### config.mk
export PLATFORM = sky130hd
export DESIGN_NAME = ctp_host
export DESIGN_NICKNAME = d
export VERILOG_FILES = /design/src/logic/ctp_pkg.sv /design/src/logic/ctp_host.sv /design/src/logic/ctp_pulse_gen.sv
export VERILOG_INCLUDE_DIRS = /design/src /design/src/logic
export SDC_FILE = /design/constraint.sdc
export NUM_CORES = 1
export LEC_CHECK = 0
export ABC_CLOCK_PERIOD_IN_PS = 5800
export BUFFER_PORTS_ARGS = -buffer_cell sky130_fd_sc_hd__buf_2
export CAP_MARGIN = 40
export CORE_ASPECT_RATIO = 0.8
export CORE_MARGIN = 5
export CORE_UTILIZATION = 60
export CTS_BUF_LIST = sky130_fd_sc_hd__clkbuf_16
export CTS_CLUSTER_SIZE = 24
export DETAILED_ROUTE_END_ITERATION = 16
export GPL_ROUTABILITY_DRIVEN = 0
export HOLD_SLACK_MARGIN = 0.05
export PLACE_DENSITY = 0.83
export RECOVER_POWER = 50
export SETUP_SLACK_MARGIN = 0.1
export SKIP_CTS_REPAIR_TIMING = 1
export SLEW_MARGIN = 20
export SYNTH_ARGS = -nofsm -noshare
export SYNTH_HDL_FRONTEND = slang
export SYNTH_SLANG_ARGS = --single-unit
### constraint.sdc
create_clock -name pclk -period 5.8 [get_ports pclk]
set_clock_uncertainty 0.2 [all_clocks]
set_input_delay 0.29 -clock pclk [delete_from_list [all_inputs] [get_ports pclk]]
set_output_delay 0.29 -clock pclk [all_outputs]
set_load 0.01 [all_outputs]
### src/logic/ctp_regs.svh
// Offsets, fields and counts for the timer pair host controller.
// Assumes includes by bare name; definitions only.
`ifndef CTP_REGS_SVH
`define CTP_REGS_SVH

// ****************************************************************
// APB register offsets (byte addresses)
// ****************************************************************
`define CTP_OFF_CFG 12'h000
`define CTP_OFF_CMP 12'h004
`define CTP_OFF_CMD 12'h008
`define CTP_OFF_PULSE 12'h00c
`define CTP_OFF_STAT 12'h010
`define CTP_OFF_EVT 12'h014

// ****************************************************************
// Field positions
// ****************************************************************
`define CTP_CFG_MODE_LSB 0
`define CTP_CFG_CLK_LSB 3
`define CTP_CFG_FLOP_BIT 6
`define CTP_CFG_UPPER_BIT 7
`define CTP_CFG_SLOW_BIT 8
`define CTP_CMD_START_BIT 0
`define CTP_CMD_STOP_BIT 1
`define CTP_CMD_FLOP_BIT 2
`define CTP_ST_BUSY 0
`define CTP_ST_PULSE 1
`define CTP_ST_PIN 2
`define CTP_ST_ERR_RANGE 3
`define CTP_ST_ERR_CLK 4
`define CTP_ST_ERR_FLOP 5
`define CTP_ST_ERR_SEQ 6
`define CTP_ST_RUN 7
`define CTP_CFG_RST 9'h000

// ****************************************************************
// Device register targets and control byte layout
// ****************************************************************
`define CTP_DEV_CMP_LO 3'h0
`define CTP_DEV_CMP_HI 3'h1
`define CTP_DEV_DUTY_LO 3'h2
`define CTP_DEV_DUTY_HI 3'h3
`define CTP_DEV_CTL_LO 3'h4
`define CTP_DEV_CTL_HI 3'h5
`define CTP_DEV_LATCH 3'h6
`define CTP_LATCH_ON 8'h01
`define CTP_LOWER_CASCADE 3'h3

// ****************************************************************
// Compare limits
// ****************************************************************
`define CTP_MIN_CMP 16'h0001
`define CTP_MAX_CMP8 16'h00ff
`define CTP_MIN_DUTY 16'h0002
`define CTP_MAX_DUTY8 16'h00fe
`define CTP_MAX_DUTY16 16'hfffe
`define CTP_MIN_WARM 16'h0100

// ****************************************************************
// Clock select codes permitted at low speed
// ****************************************************************
`define CTP_CK_SLOW_PRE 3'h0
`define CTP_CK_SLOW_RAW 3'h4
`define CTP_CK_FAST 3'h6
`define CTP_CK_PIN 3'h7

`endif

### src/logic/ctp_pkg.sv
// Types shared by the timer pair host controller.
// Assumes nothing beyond a SystemVerilog compiler.
package ctp_pkg;

  // Mode field codes of the device
  typedef enum logic [2:0] {
    CTP_M_TMR8 = 3'h0,
    CTP_M_DIV8 = 3'h1,
    CTP_M_PWM8 = 3'h2,
    CTP_M_RSVD = 3'h3,
    CTP_M_TMR16 = 3'h4,
    CTP_M_WARM = 3'h5,
    CTP_M_PWM16 = 3'h6,
    CTP_M_PPG16 = 3'h7
  } ctp_mode_e;

  // Programming sequencer states
  typedef enum logic [10:0] {
    CTP_S_IDLE = 11'h001,
    CTP_S_LATCH = 11'h002,
    CTP_S_CMP_A = 11'h004,
    CTP_S_CMP_B = 11'h008,
    CTP_S_DUTY_A = 11'h010,
    CTP_S_DUTY_B = 11'h020,
    CTP_S_CTL_LO = 11'h040,
    CTP_S_CTL_CFG = 11'h080,
    CTP_S_CTL_RUN = 11'h100,
    CTP_S_STOP = 11'h200,
    CTP_S_FLOP = 11'h400
  } ctp_state_e;

  // One write to the device's own register port
  typedef struct packed {
    logic valid;
    logic [2:0] addr;
    logic [7:0] data;
  } ctp_dev_wr_s;

  // Stored configuration
  typedef struct packed {
    logic slow;
    logic upper;
    logic flop;
    logic [2:0] clk;
    ctp_mode_e mode;
  } ctp_cfg_s;

endpackage

### src/logic/ctp_host.sv
// Host controller for the cascadable timer pair: APB slave registers,
// device register programming sequencer, event source, output monitor.
// Assumes the device takes one register write per valid cycle.
`timescale 1ns/1ps
`include "ctp_regs.svh"
module ctp_host #(
  parameter int MACH_CYC_CLKS = 8
) (
  // Clock and reset
  input wire logic pclk,
  input wire logic presetn,
  // APB slave
  input wire logic psel,
  input wire logic penable,
  input wire logic pwrite,
  input wire logic [11:0] paddr,
  input wire logic [31:0] pwdata,
  output logic [31:0] prdata,
  output logic pready,
  output logic pslverr,
  // Device register port
  output ctp_pkg::ctp_dev_wr_s dev_wr,
  // Device pins
  output logic event_input_pin,
  input wire logic divider_output_pin,
  input wire logic match_interrupt
);
  import ctp_pkg::*;

  localparam int MIN_PHASE = 2 * MACH_CYC_CLKS;

  ctp_cfg_s cfg_r;
  ctp_cfg_s act_r;
  logic [15:0] cmp_r;
  logic [15:0] duty_r;
  logic [15:0] pcount_r;
  logic [7:0] pphase_r;
  logic [3:0] err_r;
  logic run_r;
  logic [15:0] edge_cnt_r;
  logic [15:0] match_cnt_r;
  logic pin_q_r;
  logic irq_q_r;
  ctp_state_e state_r;
  ctp_state_e state_nxt;
  logic wr_acc;
  logic rd_acc;
  logic addr_ok;
  logic cmd_start;
  logic cmd_stop;
  logic cmd_flop;
  logic pulse_go;
  logic pulse_busy;
  logic bad_range;
  logic bad_clk;
  logic bad_flop;
  logic bad_seq;
  logic wide;

  // ****************************************************************
  // Checking and control byte functions
  // ****************************************************************
  // Compare and duty limits for each mode
  function automatic logic range_bad(ctp_mode_e m, logic [15:0] c,
                                     logic [15:0] d);
    logic r;
    r = 1'b0;
    unique case (m)
      CTP_M_TMR8, CTP_M_DIV8:
        r = c < `CTP_MIN_CMP || c > `CTP_MAX_CMP8;
      CTP_M_PWM8:
        r = d < `CTP_MIN_DUTY || d > `CTP_MAX_DUTY8;
      CTP_M_TMR16:
        r = c < `CTP_MIN_CMP;
      CTP_M_WARM:
        r = c < `CTP_MIN_WARM;
      CTP_M_PWM16:
        r = d < `CTP_MIN_DUTY || d > `CTP_MAX_DUTY16;
      CTP_M_PPG16:
        r = d < `CTP_MIN_CMP || {1'b0, d} + 17'h00001 >= {1'b0, c};
      CTP_M_RSVD:
        r = 1'b1;
    endcase
    return r;
  endfunction

  // Clock selects allowed while the device runs at low speed
  function automatic logic clk_bad(ctp_mode_e m, logic [2:0] k);
    logic ok;
    ok = 1'b0;
    unique case (m)
      CTP_M_TMR8: ok = k == `CTP_CK_SLOW_PRE || k == `CTP_CK_PIN;
      CTP_M_DIV8, CTP_M_PPG16: ok = k == `CTP_CK_SLOW_PRE;
      CTP_M_PWM8: ok = k == `CTP_CK_SLOW_PRE || k == `CTP_CK_SLOW_RAW;
      CTP_M_TMR16: ok = k == `CTP_CK_SLOW_PRE || k == `CTP_CK_PIN;
      CTP_M_WARM: ok = k == `CTP_CK_FAST;
      CTP_M_PWM16: ok = k == `CTP_CK_SLOW_PRE || k == `CTP_CK_SLOW_RAW
                        || k == `CTP_CK_PIN;
      CTP_M_RSVD: ok = 1'b0;
    endcase
    return !ok;
  endfunction

  // Control byte: flop, clock select, run, mode
  function automatic logic [7:0] ctl_byte(logic f, logic [2:0] k,
                                          logic run, logic [2:0] m);
    return {f, k, run, m};
  endfunction

  // ****************************************************************
  // APB slave
  // ****************************************************************
  // Zero wait states keep the master's access phase to one cycle
  assign pready = 1'b1;
  assign addr_ok = paddr == `CTP_OFF_CFG || paddr == `CTP_OFF_CMP ||
                   paddr == `CTP_OFF_CMD || paddr == `CTP_OFF_PULSE ||
                   paddr == `CTP_OFF_STAT || paddr == `CTP_OFF_EVT;
  assign pslverr = psel && penable && !addr_ok;
  assign wr_acc = psel && penable && pwrite && addr_ok;
  assign rd_acc = psel && penable && !pwrite;
  assign cmd_start = wr_acc && paddr == `CTP_OFF_CMD &&
                     pwdata[`CTP_CMD_START_BIT];
  assign cmd_stop = wr_acc && paddr == `CTP_OFF_CMD &&
                    pwdata[`CTP_CMD_STOP_BIT];
  assign cmd_flop = wr_acc && paddr == `CTP_OFF_CMD &&
                    pwdata[`CTP_CMD_FLOP_BIT];
  assign pulse_go = wr_acc && paddr == `CTP_OFF_PULSE;

  // Configuration, compare and pulse request registers
  always_ff @(posedge pclk or negedge presetn)
  begin
    if (!presetn)
    begin
      cfg_r <= ctp_cfg_s'(`CTP_CFG_RST);
      cmp_r <= 16'h0000;
      duty_r <= 16'h0000;
      pcount_r <= 16'h0000;
      pphase_r <= 8'h00;
    end
    else if (wr_acc)
    begin
      if (paddr == `CTP_OFF_CFG)
        cfg_r <= ctp_cfg_s'(pwdata[8:0]);
      if (paddr == `CTP_OFF_CMP)
      begin
        cmp_r <= pwdata[15:0];
        duty_r <= pwdata[31:16];
      end
      if (paddr == `CTP_OFF_PULSE)
      begin
        pcount_r <= pwdata[15:0];
        pphase_r <= pwdata[23:16];
      end
    end
  end

  // Read mux over flops only
  always_comb
  begin
    prdata = 32'h0000_0000;
    if (rd_acc)
    begin
      unique case (paddr)
        `CTP_OFF_CFG: prdata = {23'h000000, cfg_r};
        `CTP_OFF_CMP: prdata = {duty_r, cmp_r};
        `CTP_OFF_PULSE: prdata = {8'h00, pphase_r, pcount_r};
        `CTP_OFF_STAT: prdata = {24'h000000, run_r, err_r, pin_q_r,
                                 pulse_busy, state_r != CTP_S_IDLE};
        `CTP_OFF_EVT: prdata = {match_cnt_r, edge_cnt_r};
        default: prdata = 32'h0000_0000;
      endcase
    end
  end

  // ****************************************************************
  // Command checks
  // ****************************************************************
  // A start is refused outright rather than half programmed
  assign bad_range = cmd_start && range_bad(cfg_r.mode, cmp_r, duty_r);
  assign bad_clk = cmd_start && cfg_r.slow &&
                   clk_bad(cfg_r.mode, cfg_r.clk);
  assign bad_flop = cmd_start && cfg_r.flop &&
                    (cfg_r.mode == CTP_M_TMR8 ||
                     cfg_r.mode == CTP_M_TMR16);
  // Compare rewrite or flop write while running is unsafe
  assign bad_seq = (cmd_start || cmd_flop) &&
                   (run_r || state_r != CTP_S_IDLE);
  assign wide = act_r.mode[2];

  // Sticky errors, set wins over a write-one clear
  always_ff @(posedge pclk or negedge presetn)
  begin
    if (!presetn)
      err_r <= 4'h0;
    else
      err_r <= (err_r & ~((wr_acc && paddr == `CTP_OFF_STAT) ?
                          pwdata[6:3] : 4'h0)) |
               {bad_seq, bad_flop, bad_clk, bad_range};
  end

  // ****************************************************************
  // Programming sequencer
  // ****************************************************************
  always_comb
  begin
    state_nxt = state_r;
    unique case (state_r)
      CTP_S_IDLE:
        if (cmd_start && !(bad_range || bad_clk || bad_flop || bad_seq))
          state_nxt = (cfg_r.mode == CTP_M_DIV8) ? CTP_S_LATCH : CTP_S_CMP_A;
        else if (cmd_stop && run_r)
          state_nxt = CTP_S_STOP;
        else if (cmd_flop && !bad_seq)
          state_nxt = CTP_S_FLOP;
      CTP_S_LATCH: state_nxt = CTP_S_CMP_A;
      CTP_S_CMP_A: state_nxt = wide ? CTP_S_CMP_B : CTP_S_DUTY_A;
      CTP_S_CMP_B: state_nxt = CTP_S_DUTY_A;
      CTP_S_DUTY_A:
        state_nxt = wide ? CTP_S_DUTY_B : CTP_S_CTL_CFG;
      CTP_S_DUTY_B: state_nxt = CTP_S_CTL_LO;
      CTP_S_CTL_LO: state_nxt = CTP_S_CTL_CFG;
      CTP_S_CTL_CFG: state_nxt = CTP_S_CTL_RUN;
      CTP_S_CTL_RUN, CTP_S_STOP, CTP_S_FLOP: state_nxt = CTP_S_IDLE;
      default: state_nxt = CTP_S_IDLE;
    endcase
  end

  always_ff @(posedge pclk or negedge presetn)
  begin
    if (!presetn)
      state_r <= CTP_S_IDLE;
    else
      state_r <= state_nxt;
  end

  // Configuration snapshot taken as a start or flop write is accepted
  always_ff @(posedge pclk or negedge presetn)
  begin
    if (!presetn)
      act_r <= ctp_cfg_s'(`CTP_CFG_RST);
    else if (state_r == CTP_S_IDLE &&
             (state_nxt == CTP_S_LATCH || state_nxt == CTP_S_CMP_A ||
              state_nxt == CTP_S_FLOP))
      act_r <= cfg_r;
  end

  // Running flag follows the device's run bit as written
  always_ff @(posedge pclk or negedge presetn)
  begin
    if (!presetn)
      run_r <= 1'b0;
    else if (state_r == CTP_S_CTL_RUN)
      run_r <= 1'b1;
    else if (state_r == CTP_S_STOP)
      run_r <= 1'b0;
  end

  // One device write per sequencer step
  always_ff @(posedge pclk or negedge presetn)
  begin
    if (!presetn)
      dev_wr <= '0;
    else
    begin
      dev_wr.valid <= state_r != CTP_S_IDLE;
      dev_wr.addr <= `CTP_DEV_LATCH;
      dev_wr.data <= `CTP_LATCH_ON;
      unique case (state_r)
        CTP_S_CMP_A:
        begin
          // Lower byte first when the pair is joined
          dev_wr.addr <= (act_r.upper && !wide) ?
                         `CTP_DEV_CMP_HI : `CTP_DEV_CMP_LO;
          dev_wr.data <= cmp_r[7:0];
        end
        CTP_S_CMP_B:
        begin
          dev_wr.addr <= `CTP_DEV_CMP_HI;
          dev_wr.data <= cmp_r[15:8];
        end
        CTP_S_DUTY_A:
        begin
          dev_wr.addr <= (act_r.upper && !wide) ?
                         `CTP_DEV_DUTY_HI : `CTP_DEV_DUTY_LO;
          dev_wr.data <= duty_r[7:0];
        end
        CTP_S_DUTY_B:
        begin
          dev_wr.addr <= `CTP_DEV_DUTY_HI;
          dev_wr.data <= duty_r[15:8];
        end
        CTP_S_CTL_LO:
        begin
          // Joined pair takes its clock from the lower select
          dev_wr.addr <= `CTP_DEV_CTL_LO;
          dev_wr.data <= ctl_byte(1'b0, act_r.clk, 1'b0,
                                  `CTP_LOWER_CASCADE);
        end
        CTP_S_CTL_CFG, CTP_S_CTL_RUN, CTP_S_STOP, CTP_S_FLOP:
        begin
          dev_wr.addr <= (act_r.upper || wide) ?
                         `CTP_DEV_CTL_HI : `CTP_DEV_CTL_LO;
          // Stop keeps the flop bit; a new level needs its own write
          dev_wr.data <= ctl_byte(act_r.flop, act_r.clk,
                                  state_r == CTP_S_CTL_RUN,
                                  act_r.mode);
        end
        default:
        begin
          dev_wr.addr <= `CTP_DEV_LATCH;
          dev_wr.data <= `CTP_LATCH_ON;
        end
      endcase
    end
  end

  // ****************************************************************
  // Event source and output monitor
  // ****************************************************************
  ctp_pulse_gen #(
    .MIN_PHASE(MIN_PHASE)
  ) u_pulse (
    .pclk(pclk),
    .presetn(presetn),
    .start(pulse_go),
    .count(pwdata[15:0]),
    .phase(pwdata[23:16]),
    .event_input_pin(event_input_pin),
    .busy(pulse_busy)
  );

  // Divider pin edges and match pulses, counted for software
  always_ff @(posedge pclk or negedge presetn)
  begin
    if (!presetn)
    begin
      pin_q_r <= 1'b1;
      irq_q_r <= 1'b0;
      edge_cnt_r <= 16'h0000;
      match_cnt_r <= 16'h0000;
    end
    else
    begin
      // Pin idles high: complement of a cleared flop
      pin_q_r <= divider_output_pin;
      irq_q_r <= match_interrupt;
      if (divider_output_pin != pin_q_r)
        edge_cnt_r <= edge_cnt_r + 16'h0001;
      if (match_interrupt && !irq_q_r)
        match_cnt_r <= match_cnt_r + 16'h0001;
    end
  end
endmodule

### src/logic/ctp_pulse_gen.sv
// Event pulse train source for the device's event input pin.
// Assumes pclk is the only clock; start is a one-cycle pulse.
`timescale 1ns/1ps
module ctp_pulse_gen #(
  parameter int MIN_PHASE = 16
) (
  // Clock and reset
  input wire logic pclk,
  input wire logic presetn,
  // Request
  input wire logic start,
  input wire logic [15:0] count,
  input wire logic [7:0] phase,
  // Pin and status
  output logic event_input_pin,
  output logic busy
);
  import ctp_pkg::*;

  logic [15:0] rem_r;
  logic [15:0] len_r;
  logic [15:0] tick_r;
  logic [15:0] low_len_r;

  // ****************************************************************
  // Phase generator
  // ****************************************************************
  // Phase length never shorter than two machine cycles
  always_ff @(posedge pclk or negedge presetn)
  begin
    if (!presetn)
    begin
      rem_r <= 16'h0000;
      len_r <= 16'h0000;
      tick_r <= 16'h0000;
      event_input_pin <= 1'b1;
    end
    else if (!busy)
    begin
      if (start && count != 16'h0000)
      begin
        rem_r <= count;
        len_r <= ({8'h00, phase} < 16'(MIN_PHASE)) ?
                 16'(MIN_PHASE) : {8'h00, phase};
        tick_r <= 16'h0001;
        event_input_pin <= 1'b0;
      end
    end
    else if (tick_r < len_r)
      tick_r <= tick_r + 16'h0001;
    else
    begin
      tick_r <= 16'h0001;
      if (!event_input_pin)
        event_input_pin <= 1'b1;
      else if (rem_r == 16'h0001)
        rem_r <= 16'h0000;
      else
      begin
        rem_r <= rem_r - 16'h0001;
        event_input_pin <= 1'b0;
      end
    end
  end

  // Busy until the last high phase has run out
  assign busy = (rem_r != 16'h0000);

  // Low phase length, read by the checks only
  always_ff @(posedge pclk or negedge presetn)
  begin
    if (!presetn)
      low_len_r <= 16'h0000;
    else if (event_input_pin)
      low_len_r <= 16'h0000;
    else
      low_len_r <= low_len_r + 16'h0001;
  end
endmodule

==> flow_metrics.tcl <==
set metrics [dict create \
    start_util_pct 61.2 \
    cp_max_fo 8 \
    cts_buffers 17 \
    synth-edff-count 0 \
    synth_largest_area_cell "dfrtp_1" \
    yosys_warnings 0 \
    synthArstFlopShare_pct 100 \
    crit_type "reg2reg" \
    violations "max-capacitance violations, max-slew violations" \
    fillers 1182 \
    period_share_pct 72.1 \
    via_count 8396 \
    grt_max_degree 82 \
    die_width_um 152 \
    r2r_start "duty_r[1]$_DFFE_PN0P_" \
    post-route-min-period_ns 4.18 \
    cp-end-kind "flip-flop" \
    rrSetupSlack_ns 1.62 \
    antenna_left 0 \
    crit_start "duty_r[1]$_DFFE_PN0P_" \
    clock_path_buffers 2 \
    critical_path_arrival_ns 4.30 \
    syn_inst 973 \
    tritoncts "done" \
    routed_wirelength_um 26700 \
    layout_commonest_cell "dfrtp_1" \
    final_util_pct 71.2 \
    rsz0062_at_grt "no" \
    critPathCapture "act_r[5]$_DFFE_PN0P_" \
    antenna_cells 0 \
    reg2reg_depth 13 \
    outcome "finished, violations left" \
    die_area_um2 18700 \
    syn_avg_cell_area_um2 9.90 \
    timing.rr.end "act_r[5]$_DFFE_PN0P_" \
    dpl.hpwl_um 18600 \
    drt_pass1_iterations 9 \
    worst_ir_drop_vdd_mv 0.211 \
    grtUsageTotal_pct 29.2 \
    cts.root.buffer_cell "clkbuf_16" \
    fmax_mhz 239 \
    io_buffers 96 \
    syn_nets 1055 \
    wl_per_cell_um 20.3 \
    syn_area_um2 9630 \
    worst_slew_pin_slew_ns 1.93 \
    layout_common_cells "173 x dfrtp_1, 103 x nor2_1, 81 x mux2_2, 81 x buf_2, 79 x nand2_1" \
    grt_pass1_wl_um 42500 \
    slew_headroom_pct -28.6 \
    slew_viol_final 115 \
    synthDominantCellAreaShare_pct 44.9 \
    htreeDepth 4 \
    power.leakage_nw 5.10 \
    syn_to_final_growth_pct 16.4 \
    cp-start-kind "flip-flop" \
    num_rows 41 \
    multi_input_area_um2 4840 \
    fin_nets 1168 \
    critPathRequiredTime_ns 5.92 \
    core_um2 15700 \
    die_y_um 123 \
    cts.sinks 176 \
    ys_ff_latch 176 \
    drt_iter0_drc 1160 \
    grt_overflow_total 0 \
    powerDensity_nw_per_um2 249 \
    routed_via_density 6.39 \
    clkLatencyLatePin_ns 0.44 \
    ys_seq_area_share_pct 45.8 \
    synth_top_flop_cell "dfrtp_1" \
    ios 98 \
    grt_pass1_vias 8048 \
    layout-drive-gt1-share_pct 21.1 \
    antenna_found_initial 0 \
    yosys.cell_types.count 72 \
    cap_viol_max_count 2 \
    drc 0 \
    path_clk_slew_ns 0.08 \
    setup_violations 0 \
    yosys-top-cells-area "dfrtp_1 45%, mux2_2 9.5%, ha_1 4.0%" \
    fin_setup_tns_ns 0 \
    hold_viol 0 \
    regArea_um2 4410 \
    hold_class "in2reg" \
]
how the worst min path moves through the flow:
stage	from	to	slack, ns	cells past startpoint
2_1_floorplan	presetn	act_r[0]$_DFFE_PN0P_	-0.21	0
3_3_place_gp	match_interrupt	irq_q_r$_DFF_PN0_	0.21	1
3_5_place_dp	presetn	u_pulse.rem_r[5]$_DFFE_PN0P_	-0.002	1
4_1_cts	presetn	u_pulse.rem_r[10]$_DFFE_PN0P_	-0.46	1
5_1_grt	pwdata[0]	cfg_r[0]$_DFFE_PN0P_	0.07	2
6_report	pwdata[1]	state_r[9]$_DFF_PN0_	0.05	3
kinds of logic (layout without fill, tap and decap cells):
family,Yosys count,in the layout,synth area share (%)
xor+xnor,47,47,4.27
other cells,1,1,0.0389
mux,85,85,10.1
fa+ha+maj,31,31,4.03
compound gates,187,187,13.5
flops,176,176,45.8
buf+inv,98,224,4.09
simple gates,348,348,18.2
routing by layer:
layer	routed length (µm)	track usage (%)	up-vias
li1	-	-	3750
met1	11300	41.8	4040
met5	0	0	-
met4	671	8.64	0
met2	11800	44.1	534
met3	2910	7.77	72
cell usage after synthesis (all sizes together), types with 6 or more instances:
library cell and number:
a21oi 30, nor3 26, or4 8, o21ai 60, o22ai 6, nor2 104
nor4 23, xnor2 30, inv 49, o31ai 8, and3 8, ha 31
nand3 40, mux2 81, a222oi 22, xor2 17, dfrtp 173, nor3b 6
nor2b 6, nand4 15, and2 11, buf 12, a22oi 26, clkbuf 37
nand2 81
cell type report:
| class | count | area share, % |
|---|---|---|
| clock buffer | 17 | 3.80 |
| sequential | 176 | 39.3 |
| timing repair buffer | 143 | 8.28 |
| multi-input combinational | 699 | 43.1 |
| inverter | 49 | 1.64 |
| clock inverter | 15 | 1.42 |
| tap | 215 | 2.40 |
worst max-delay path, stage by stage, from the launching register on:
cell and delay (ns):
dfrtp_1 0.53, nand3_1 0.28, nor3_1 0.38, nand3_1 0.14
xnor2_1 0.15, ha_1 0.31, a21oi_1 0.19, nand2_1 0.09
a221oi_1 0.31, a211oi_1 0.13, nor4_2 0.50, o31ai_4 0.15
a21oi_4 0.30, mux2_2 0.38
registers in the layout (all words and copies together), names as in the netlist, 4 cells and up:
signal          cells
act_r               8
cfg_r               9
cmp_r              16
dev_wr             12
duty_r             16
edge_cnt_r         16
err_r               4
match_cnt_r        16
pcount_r           16
pphase_r            8
state_r            11
u_pulse.len_r       8
u_pulse.rem_r      16
u_pulse.tick_r     16
power breakdown:
| part | total, mW | switching, mW | internal [mW] |
|---|---|---|---|
| logic | 0.259 | 0.144 | 0.115 |
| clock network | 1.17 | 0.525 | 0.642 |
| registers | 1.37 | 0.0810 | 1.29 |
| total | 2.79 | 0.750 | 2.04 |
through the flow:
stage,cell area (µm²),worst slack (ns),cells,hold slack (ns),power (mW)
after floorplan,9630,2.25,973,-0.206,1.52
after global placement,10200,1.95,1242,0.212,1.61
after detailed placement,10300,1.79,1246,-0.00247,1.63
after CTS,10900,1.76,1278,-0.462,2.78
after global routing,11200,1.22,1314,0.0731,2.89
final,11200,1.62,1314,0.0493,2.79
Note: power is estimated with default switching activity, not from simulation.
